[src/lpc_params.svh]
// register offsets, field positions, reset values and timing counts
// assumes a 50 MHz system clock
`ifndef LPC_PARAMS_SVH
`define LPC_PARAMS_SVH

`define LPC_ADDR_RSVD      4'h0
`define LPC_ADDR_CFG       4'h1
`define LPC_ADDR_EVT       4'h2
`define LPC_ADDR_DLO       4'h3
`define LPC_ADDR_DHI       4'h4
`define LPC_ADDR_LLO0      4'h5
`define LPC_ADDR_LTH2      4'h6
`define LPC_ADDR_LTH3      4'h7

`define LPC_RST_CFG        8'h00
`define LPC_RST_EVT        8'h00
`define LPC_RST_DLO        8'h00
`define LPC_RST_DHI        8'hff
`define LPC_RST_LLO0       8'h00
`define LPC_RST_LTH2       8'hf0
`define LPC_RST_LTH3       8'hff

`define LPC_CFG_DEN        7
`define LPC_CFG_IDLE_HI    6
`define LPC_CFG_IDLE_LO    4
`define LPC_CFG_DRIVE      3
`define LPC_CFG_LEN        2
`define LPC_CFG_GAIN       1
`define LPC_CFG_SPEC       0

`define LPC_EVT_DFLAG      7
`define LPC_EVT_DPER_HI    6
`define LPC_EVT_DPER_LO    5
`define LPC_EVT_ZERO       4
`define LPC_EVT_LFLAG      3
`define LPC_EVT_LPER_HI    2
`define LPC_EVT_LPER_LO    1
`define LPC_EVT_AND        0

// times in microseconds, cycles at 50 per microsecond
`define LPC_CLK_PER_US     50
`define LPC_DCONV_US       540
`define LPC_LCONV_US       100000
`define LPC_DCONV_CYC      (`LPC_DCONV_US * `LPC_CLK_PER_US)
`define LPC_LCONV_CYC      (`LPC_LCONV_US * `LPC_CLK_PER_US)
`define LPC_IDLE_US_0      800000
`define LPC_IDLE_US_1      400000
`define LPC_IDLE_US_2      200000
`define LPC_IDLE_US_3      100000
`define LPC_IDLE_US_4      75000
`define LPC_IDLE_US_5      50000
`define LPC_IDLE_US_6      12500
`define LPC_IDLE_US_7      0

`endif

[src/lpc_if.sv]
// register access link between host controller and sensor device
// assumes one shared clock; read data answers one cycle after rd
`timescale 1ns/1ps
interface lpc_if;
  logic [3:0] addr;
  logic [7:0] wdata;
  logic       wr;
  logic       rd;
  logic [7:0] rdata;
  logic       event_n_o;
  logic       event_n_oe;

  modport dev  (input addr, wdata, wr, rd, output rdata, event_n_o, event_n_oe);
  modport host (output addr, wdata, wr, rd, input rdata, event_n_o, event_n_oe);
endinterface

[src/lpc_dev.sv]
// sensor device register bank, persistence filters and open-low event pin
// assumes converter results arrive as one-cycle strobes from the analog side
//
// The implementer's own choice: strobed register access.
`timescale 1ns/1ps
`include "lpc_params.svh"

// Operation
// - offset zero reserved, reads zero, no function
// - bit7 enables distance, first result after 0.54ms
// - idle codes 111/110/101/100: 0/12.5/50/75ms
// - idle codes 011/010/001/000: 100/200/400/800ms
// - bit3 selects 110mA or 220mA drive
// - bit2 enables light, result every 100ms
// - bit1 selects low or high lux range
// - bit0 selects visible or infrared data
// - distance flag set by event, cleared by zero
// - distance persistence 1/4/8/16 results
// - host writes bit4 as zero
// - light flag set by event, cleared by zero
// - light persistence 1/4/8/16 results
// - event pin OR or AND of flags
// - distance low limit resets 0x00
// - distance high limit resets 0xff
// - light low limit low byte resets 0x00
// - offset six splits light limit nibbles
// - offset seven light high upper byte
module lpc_dev #(
  parameter int unsigned DCONV_CYC = `LPC_DCONV_CYC,
  parameter int unsigned LCONV_CYC = `LPC_LCONV_CYC,
  parameter int unsigned IDLE_DIV  = 1
) (
  // clock and reset
  input  wire logic        clk,
  input  wire logic        rst,
  // register link
  lpc_if.dev               bus,
  // converter results
  input  wire logic        dist_valid,
  input  wire logic [7:0]  dist_result,
  input  wire logic        light_valid,
  input  wire logic [11:0] light_result,
  // analog controls
  output logic             dist_start,
  output logic             light_start,
  output logic             emitter_current_select,
  output logic             light_gain_select,
  output logic             spectrum_select
);

  typedef struct packed {
    logic [7:0]  cfg;
    logic [7:0]  evt;
    logic [7:0]  dlo;
    logic [7:0]  dhi;
    logic [7:0]  llo0;
    logic [7:0]  lth2;
    logic [7:0]  lth3;
    logic [7:0]  rdata;
    logic        pin_low;
    logic [3:0]  dcnt;
    logic [3:0]  lcnt;
    logic [31:0] dtim;
    logic [31:0] ltim;
    logic        dstart;
    logic        lstart;
  } lpc_dev_st_t;

  lpc_dev_st_t st_ff;
  lpc_dev_st_t nxt_st;

  logic [11:0] light_low_limit;
  logic [11:0] light_high_limit;
  logic        dist_trip;
  logic        light_trip;
  logic [3:0]  dneed;
  logic [3:0]  lneed;
  logic [31:0] idle_cyc;

  function automatic logic [3:0] persist_last(input logic [1:0] code);
    case (code)
      2'b00:   persist_last = 4'h0;
      2'b01:   persist_last = 4'h3;
      2'b10:   persist_last = 4'h7;
      default: persist_last = 4'hf;
    endcase
  endfunction

  function automatic logic [31:0] idle_us(input logic [2:0] code);
    case (code)
      3'b000:  idle_us = 32'(`LPC_IDLE_US_0);
      3'b001:  idle_us = 32'(`LPC_IDLE_US_1);
      3'b010:  idle_us = 32'(`LPC_IDLE_US_2);
      3'b011:  idle_us = 32'(`LPC_IDLE_US_3);
      3'b100:  idle_us = 32'(`LPC_IDLE_US_4);
      3'b101:  idle_us = 32'(`LPC_IDLE_US_5);
      3'b110:  idle_us = 32'(`LPC_IDLE_US_6);
      default: idle_us = 32'(`LPC_IDLE_US_7);
    endcase
  endfunction

  ////////////////////////////////////////////////////////////////////////////
  // light limit nibbles
  assign light_low_limit  = {st_ff.lth2[3:0], st_ff.llo0};
  assign light_high_limit = {st_ff.lth3, st_ff.lth2[7:4]};
  // distance trips above high limit; low limit kept for software hysteresis
  assign dist_trip  = dist_result > st_ff.dhi;
  assign light_trip = (light_result < light_low_limit) || (light_result > light_high_limit);
  assign dneed = persist_last(st_ff.evt[`LPC_EVT_DPER_HI:`LPC_EVT_DPER_LO]);
  assign lneed = persist_last(st_ff.evt[`LPC_EVT_LPER_HI:`LPC_EVT_LPER_LO]);
  assign idle_cyc = 32'((idle_us(st_ff.cfg[`LPC_CFG_IDLE_HI:`LPC_CFG_IDLE_LO])
                         * `LPC_CLK_PER_US) / IDLE_DIV);

  always_comb begin
    nxt_st = st_ff;
    nxt_st.dstart = 1'b0;
    nxt_st.lstart = 1'b0;
    nxt_st.rdata  = 8'h00;
    // register reads, answer next cycle
    if (bus.rd) begin
      case (bus.addr)
        `LPC_ADDR_RSVD: nxt_st.rdata = 8'h00;
        `LPC_ADDR_CFG:  nxt_st.rdata = st_ff.cfg;
        `LPC_ADDR_EVT:  nxt_st.rdata = st_ff.evt;
        `LPC_ADDR_DLO:  nxt_st.rdata = st_ff.dlo;
        `LPC_ADDR_DHI:  nxt_st.rdata = st_ff.dhi;
        `LPC_ADDR_LLO0: nxt_st.rdata = st_ff.llo0;
        `LPC_ADDR_LTH2: nxt_st.rdata = st_ff.lth2;
        `LPC_ADDR_LTH3: nxt_st.rdata = st_ff.lth3;
        default:        nxt_st.rdata = 8'h00;
      endcase
    end
    if (bus.wr) begin
      case (bus.addr)
        `LPC_ADDR_CFG: begin
          nxt_st.cfg = bus.wdata;
          if (bus.wdata[`LPC_CFG_DEN] && !st_ff.cfg[`LPC_CFG_DEN]) nxt_st.dtim = 32'h0;
          if (bus.wdata[`LPC_CFG_LEN] && !st_ff.cfg[`LPC_CFG_LEN]) nxt_st.ltim = 32'h0;
        end
        `LPC_ADDR_EVT: begin
          // flags only clear by writing zero; bit4 held zero
          nxt_st.evt = {bus.wdata[7] & st_ff.evt[7], bus.wdata[6:5], 1'b0,
                        bus.wdata[3] & st_ff.evt[3], bus.wdata[2:0]};
        end
        `LPC_ADDR_DLO:  nxt_st.dlo  = bus.wdata;
        `LPC_ADDR_DHI:  nxt_st.dhi  = bus.wdata;
        `LPC_ADDR_LLO0: nxt_st.llo0 = bus.wdata;
        `LPC_ADDR_LTH2: nxt_st.lth2 = bus.wdata;
        `LPC_ADDR_LTH3: nxt_st.lth3 = bus.wdata;
        default: ;
      endcase
    end
    if (st_ff.cfg[`LPC_CFG_DEN] && !(bus.wr && bus.addr == `LPC_ADDR_CFG)) begin
      if (st_ff.dtim >= 32'(DCONV_CYC) - 32'h1 + idle_cyc) begin
        nxt_st.dtim   = 32'h0;
      end else begin
        nxt_st.dtim   = st_ff.dtim + 32'h1;
      end
      if (st_ff.dtim == 32'h0) nxt_st.dstart = 1'b1;
    end
    if (st_ff.cfg[`LPC_CFG_LEN] && !(bus.wr && bus.addr == `LPC_ADDR_CFG)) begin
      nxt_st.ltim = (st_ff.ltim >= 32'(LCONV_CYC) - 32'h1) ? 32'h0 : st_ff.ltim + 32'h1;
      if (st_ff.ltim == 32'h0) nxt_st.lstart = 1'b1;
    end
    if (dist_valid && st_ff.cfg[`LPC_CFG_DEN]) begin
      if (!dist_trip) begin
        nxt_st.dcnt = 4'h0;
      end else if (st_ff.dcnt >= dneed) begin
        nxt_st.evt[`LPC_EVT_DFLAG] = 1'b1;
        nxt_st.dcnt = 4'h0;
      end else begin
        nxt_st.dcnt = st_ff.dcnt + 4'h1;
      end
    end
    if (light_valid && st_ff.cfg[`LPC_CFG_LEN]) begin
      if (!light_trip) begin
        nxt_st.lcnt = 4'h0;
      end else if (st_ff.lcnt >= lneed) begin
        nxt_st.evt[`LPC_EVT_LFLAG] = 1'b1;
        nxt_st.lcnt = 4'h0;
      end else begin
        nxt_st.lcnt = st_ff.lcnt + 4'h1;
      end
    end
    nxt_st.pin_low = nxt_st.evt[`LPC_EVT_AND]
                   ? (nxt_st.evt[`LPC_EVT_DFLAG] & nxt_st.evt[`LPC_EVT_LFLAG])
                   : (nxt_st.evt[`LPC_EVT_DFLAG] | nxt_st.evt[`LPC_EVT_LFLAG]);
  end

  always_ff @(posedge clk or posedge rst) begin
    if (rst) begin
      st_ff       <= '0;
      st_ff.cfg   <= `LPC_RST_CFG;
      st_ff.evt   <= `LPC_RST_EVT;
      st_ff.dlo   <= `LPC_RST_DLO;
      st_ff.dhi   <= `LPC_RST_DHI;
      st_ff.llo0  <= `LPC_RST_LLO0;
      st_ff.lth2  <= `LPC_RST_LTH2;
      st_ff.lth3  <= `LPC_RST_LTH3;
    end else begin
      st_ff <= nxt_st;
    end
  end

  ////////////////////////////////////////////////////////////////////////////
  // open-low pin: drive low only, never high
  assign bus.rdata              = st_ff.rdata;
  assign bus.event_n_o          = 1'b0;
  assign bus.event_n_oe         = st_ff.pin_low;
  assign dist_start             = st_ff.dstart;
  assign light_start            = st_ff.lstart;
  assign emitter_current_select = st_ff.cfg[`LPC_CFG_DRIVE];
  assign light_gain_select      = st_ff.cfg[`LPC_CFG_GAIN];
  assign spectrum_select        = st_ff.cfg[`LPC_CFG_SPEC];

endmodule

[src/flat_wrapper.sv]
// flat-port wrapper written by rule: the top's interface ports become plain ports
module lpc_dev_flat 
#(
  parameter int unsigned DCONV_CYC = `LPC_DCONV_CYC,
  parameter int unsigned LCONV_CYC = `LPC_LCONV_CYC,
  parameter int unsigned IDLE_DIV  = 1
)
  (clk, rst, dist_valid, dist_result, light_valid, light_result, dist_start, light_start, emitter_current_select, light_gain_select, spectrum_select, bus_addr, bus_wdata, bus_wr, bus_rd, bus_rdata, bus_event_n_o, bus_event_n_oe);
  lpc_if bus_i ();
  input  wire logic clk;
  input  wire logic rst;
  input  wire logic dist_valid;
  input  wire logic [7:0] dist_result;
  input  wire logic light_valid;
  input  wire logic [11:0] light_result;
  output logic dist_start;
  output logic light_start;
  output logic emitter_current_select;
  output logic light_gain_select;
  output logic spectrum_select;
  input wire logic [$bits(bus_i.addr)-1:0] bus_addr;
  input wire logic [$bits(bus_i.wdata)-1:0] bus_wdata;
  input wire logic [$bits(bus_i.wr)-1:0] bus_wr;
  input wire logic [$bits(bus_i.rd)-1:0] bus_rd;
  output wire logic [$bits(bus_i.rdata)-1:0] bus_rdata;
  output wire logic [$bits(bus_i.event_n_o)-1:0] bus_event_n_o;
  output wire logic [$bits(bus_i.event_n_oe)-1:0] bus_event_n_oe;
  assign bus_i.addr = bus_addr;
  assign bus_i.wdata = bus_wdata;
  assign bus_i.wr = bus_wr;
  assign bus_i.rd = bus_rd;
  assign bus_rdata = bus_i.rdata;
  assign bus_event_n_o = bus_i.event_n_o;
  assign bus_event_n_oe = bus_i.event_n_oe;
  lpc_dev #(.DCONV_CYC(DCONV_CYC), .LCONV_CYC(LCONV_CYC), .IDLE_DIV(IDLE_DIV)) u_core (.clk(clk), .rst(rst), .bus(bus_i), .dist_valid(dist_valid), .dist_result(dist_result), .light_valid(light_valid), .light_result(light_result), .dist_start(dist_start), .light_start(light_start), .emitter_current_select(emitter_current_select), .light_gain_select(light_gain_select), .spectrum_select(spectrum_select));
endmodule
[config.mk]
export PLATFORM = sky130hd
export DESIGN_NAME = lpc_dev_flat
export DESIGN_NICKNAME = d
export VERILOG_FILES = /design/src/lpc_if.sv /design/src/lpc_dev.sv /design/src/flat_wrapper.sv
export VERILOG_INCLUDE_DIRS = /design/src /design/src/src
export SDC_FILE = /design/constraint.sdc
export NUM_CORES = 1
export LEC_CHECK = 0
export BUFFER_PORTS_ARGS = -buffer_cell sky130_fd_sc_hd__clkbuf_2
export CORE_ASPECT_RATIO = 2
export CORE_MARGIN = 10
export CORE_UTILIZATION = 40
export DETAILED_ROUTE_END_ITERATION = 12
export HOLD_SLACK_MARGIN = 0.02
export PLACE_DENSITY = 0.67
export SETUP_SLACK_MARGIN = 0.5
export SLEW_MARGIN = 20
export SYNTH_ARGS = -nofsm -noshare
export SYNTH_HDL_FRONTEND = slang
export SYNTH_SLANG_ARGS = --single-unit
[constraint.sdc]
create_clock -name clk -period 7.13 [get_ports clk]
set_clock_uncertainty 0.2 [all_clocks]
set_input_delay 1.426 -clock clk [delete_from_list [all_inputs] [get_ports clk]]
set_output_delay 1.426 -clock clk [all_outputs]
set_load 0.01 [all_outputs]
==> reports/qor.txt <==
outcome = completed
Hold Path Class = flop to flop
Top Ports = 53
Congestion Overflow GR = 0
first-pass GRT wire length = 47.23 mm
# DRC = 0
worst path bufs/invs = 4
Vias/cell = 5.627
critical path data required time = 7280 ps
commonest non-fill, non-tap cell in the layout = nand2_1
CORE AREA = 26170 sq um
Post-CTS Hold Buffers = 0
P&R area growth vs syn = 12.28%
Max Fclk = 158.5 MHz
Ys Warns = 0
Critical Path Stages = 27
pwr/cell area = 407.0 nW/um^2
row count = 84
Sink Count = 138
DIE HEIGHT = 249.9 microns
Register Area = 3482 sq um
WL/cell = 18.51 microns
Initial Utilization = 40.40%
Most common cell on crit path = ha_1
min cycle time layout = 6310 ps
Leak Pwr = 5.738 nW
vias in the first global route = 9319
Crit Path Class = flop to flop
worst slew pin tran = 1009 ps
maximum vdd drop = 0.0002548 V
sequential area share after synthesis = 32.90%
initial antenna violation count = 0
vias = 8947
Initial DRC Count = 663
clock buffer depth = 2
endpoints failing setup = 0
post-route cell area = 11870 sq um
antenna cells = 0
post-synthesis cell type count = 93
FF+latch count, synth = 138
crit-path max FO = 21
Detailed Routing Iterations Pass 1 = 5
Final Core Density = 45.36%
period utilization = 88.50%
Fin. Hold Viols = 0
Slew Limit Fails = 0
I/O Buffers = 51
Reg2Reg Depth = 27
Main synth FF type = dfrtp_1
layout cell share with drive strength beyond 1 = 16.37%
Mapped Nets = 1354
asr flop ratio synth = 100.0%
Worst path slowest cell = fa_1
unrepaired setup endpoints after global routing = no
die area = 33730 sq um
final wirelength = 29.43 mm
Layout fillers = 2505
GRT Total Usage = 17.64%
EDFF count, synth = 0
CP delay by family, top = compound AO/OA/AOI/OAI gates
dpl cell area = 11130 sq um
pin count of the biggest net entering global routing = 81
Hold Path Stages = 1
Rel. slew slack = 32.51%
H-Tree Depth = 4
crit end category = flop
Die Wd = 135.0 microns
CTS Buf Count = 17
Worst EP arrival = 6460 ps
Avg Cell Area, Syn = 8.907 sq um
CTS tree = built
startpoint types = flop
CTS Root Cell = clkbuf_16
post-route setup TNS = 0 ps
Final GP Congestion = 0.9361
DP HPWL = 22.92 mm
Power, Total = 4.831 mW
critical path's largest stage delay = 500 ps
Syn Inst Count = 1187
most frequent cells in the layout = nand2_1 (133), ha_1 (115), dfrtp_1 (115), inv_1 (109), o21ai_0 (85)
maxcap violations = 0
clock latency at the later pin of the worst-skew pair = 440 ps
multi-input logic area = 6535 sq um
Final Net Count = 1400
Post-DRT Antenna Nets = 0
post-synth design cell area = 10570 sq um
Clk pin slew, worst setup/hold paths = 60 ps
## worst register-to-register path, delay by kind of cell, from the launching register on
| kind | cells | cell delay [ps] |
|---|---|---|
| AO/OA/AOI/OAI | 9 | 1620 |
| buffers and inverters | 4 | 550 |
| XOR/XNOR | 2 | 470 |
| flip-flops | 1 | 470 |
| AND/OR/NAND/NOR | 6 | 1150 |
| multiplexers | 1 | 170 |
| adder cells (fa/ha/maj) | 5 | 1570 |
## routing by layer
| metal | vias to the layer above | track usage, % | part of all wire [%] |
|---|---|---|---|
| met3 | 115 | 3.159 | 3.4 |
| met5 | - | 0 | 0 |
| li1 | 4270 | - | - |
| met1 | 4303 | 16.73 | 35 |
| met2 | 259 | 32.61 | 54 |
| met4 | 0 | 12.82 | 7.3 |
## synth_stat cells, types with 8 or more instances
cell type  number  share of area (%)
a21o_1         21                1.5
a21oi_1        27                1.3
a31oi_1        14               0.83
and2_1         17                1.0
and3_1         18                1.1
buf_2           9               0.43
buf_4           9               0.64
clkbuf_1       24               0.85
dfrtp_1       118                 28
dfstp_2        20                5.0
fa_1           13                2.5
ha_1          116                 14
inv_1         110                3.9
mux2_2         25                2.7
mux2i_1        13                1.2
nand2_1       135                4.8
nand2b_1       27                1.6
nand3_1        47                2.2
nand4_1        17                1.0
nor2_1         66                2.3
nor2b_1        18                1.1
nor3_1         22                1.0
nor4_1         13               0.77
o211ai_1        8               0.57
o21a_1         10               0.71
o21ai_0        87                4.1
o21ai_1         9               0.43
o22ai_1         8               0.47
o31ai_1        11               0.78
or2_2           9               0.53
or3_1          10               0.59
xnor2_1        16                1.3
xor2_1         21                1.7
## cells by family after synthesis
family	after synthesis	synth area share, %
AND/OR/NAND/NOR	426	20.34
AO/OA/AOI/OAI	257	16.57
buffers and inverters	156	6.118
flip-flops	138	32.90
adder cells (fa/ha/maj)	130	16.28
multiplexers	41	4.532
XOR/XNOR	38	3.219
other	1	0.03547
## repair_timing
action	4_1_cts	5_1_grt
gates resized for setup	3	18
buffers inserted	0	10
setup endpoints to repair	19	27
pin swaps	0	3
## registers in the layout (all words and copies together) (netlist names)
name                           cells
u_core.emitter_current_select      1
u_core.dist_start                  1
u_core.spectrum_select             1
u_core.bus.rdata                   8
u_core.bus.event_n_oe              1
u_core.light_low_limit            12
u_core.light_gain_select           1
u_core.st_ff                     100
u_core.light_start                 1
u_core.light_high_limit           12
## area by class of cell
cell class              count  area share (%)
multi-input cells         893           55.05
flip-flops and latches    138           29.33
clock buffers              21           3.794
repair buffers             73           3.647
well taps                 344           3.626
inverters                 110           3.520
clock inverters            11           1.033
## metrics by stage
stage                     instances  hold slack [ps]  worst slack [ps]
after global placement         1548            270.2             501.1
after floorplan                1187            249.2             905.7
after CTS                      1580            289.1             532.9
final                          1590            282.7             819.8
after detailed placement       1548            271.8             354.7
after global routing           1590            300.0             494.4
## worst paths after layout
| kind | slack (ps) | start | endpoint |
|---|---|---|---|
| worst max-delay path | 820 | u_core.st_ff[136] | u_core.st_ff[44] |
| worst min-delay path | 280 | u_core.st_ff[64] | u_core.st_ff[64] |
| worst max register to register | 820 | u_core.st_ff[136] | u_core.st_ff[44] |
| worst min register to register | 280 | u_core.st_ff[64] | u_core.st_ff[64] |
| max in group asynchronous | 4490 | rst | u_core.st_ff[136] |
| min in group asynchronous | 890 | rst | u_core.st_ff[10] |
## report_power, final
group	switching (mW)	internal, mW
clock network	0.367	0.523
logic	1.71	1.19
registers	0.121	0.924
No activity file was read; power rests on OpenSTA's default activity.
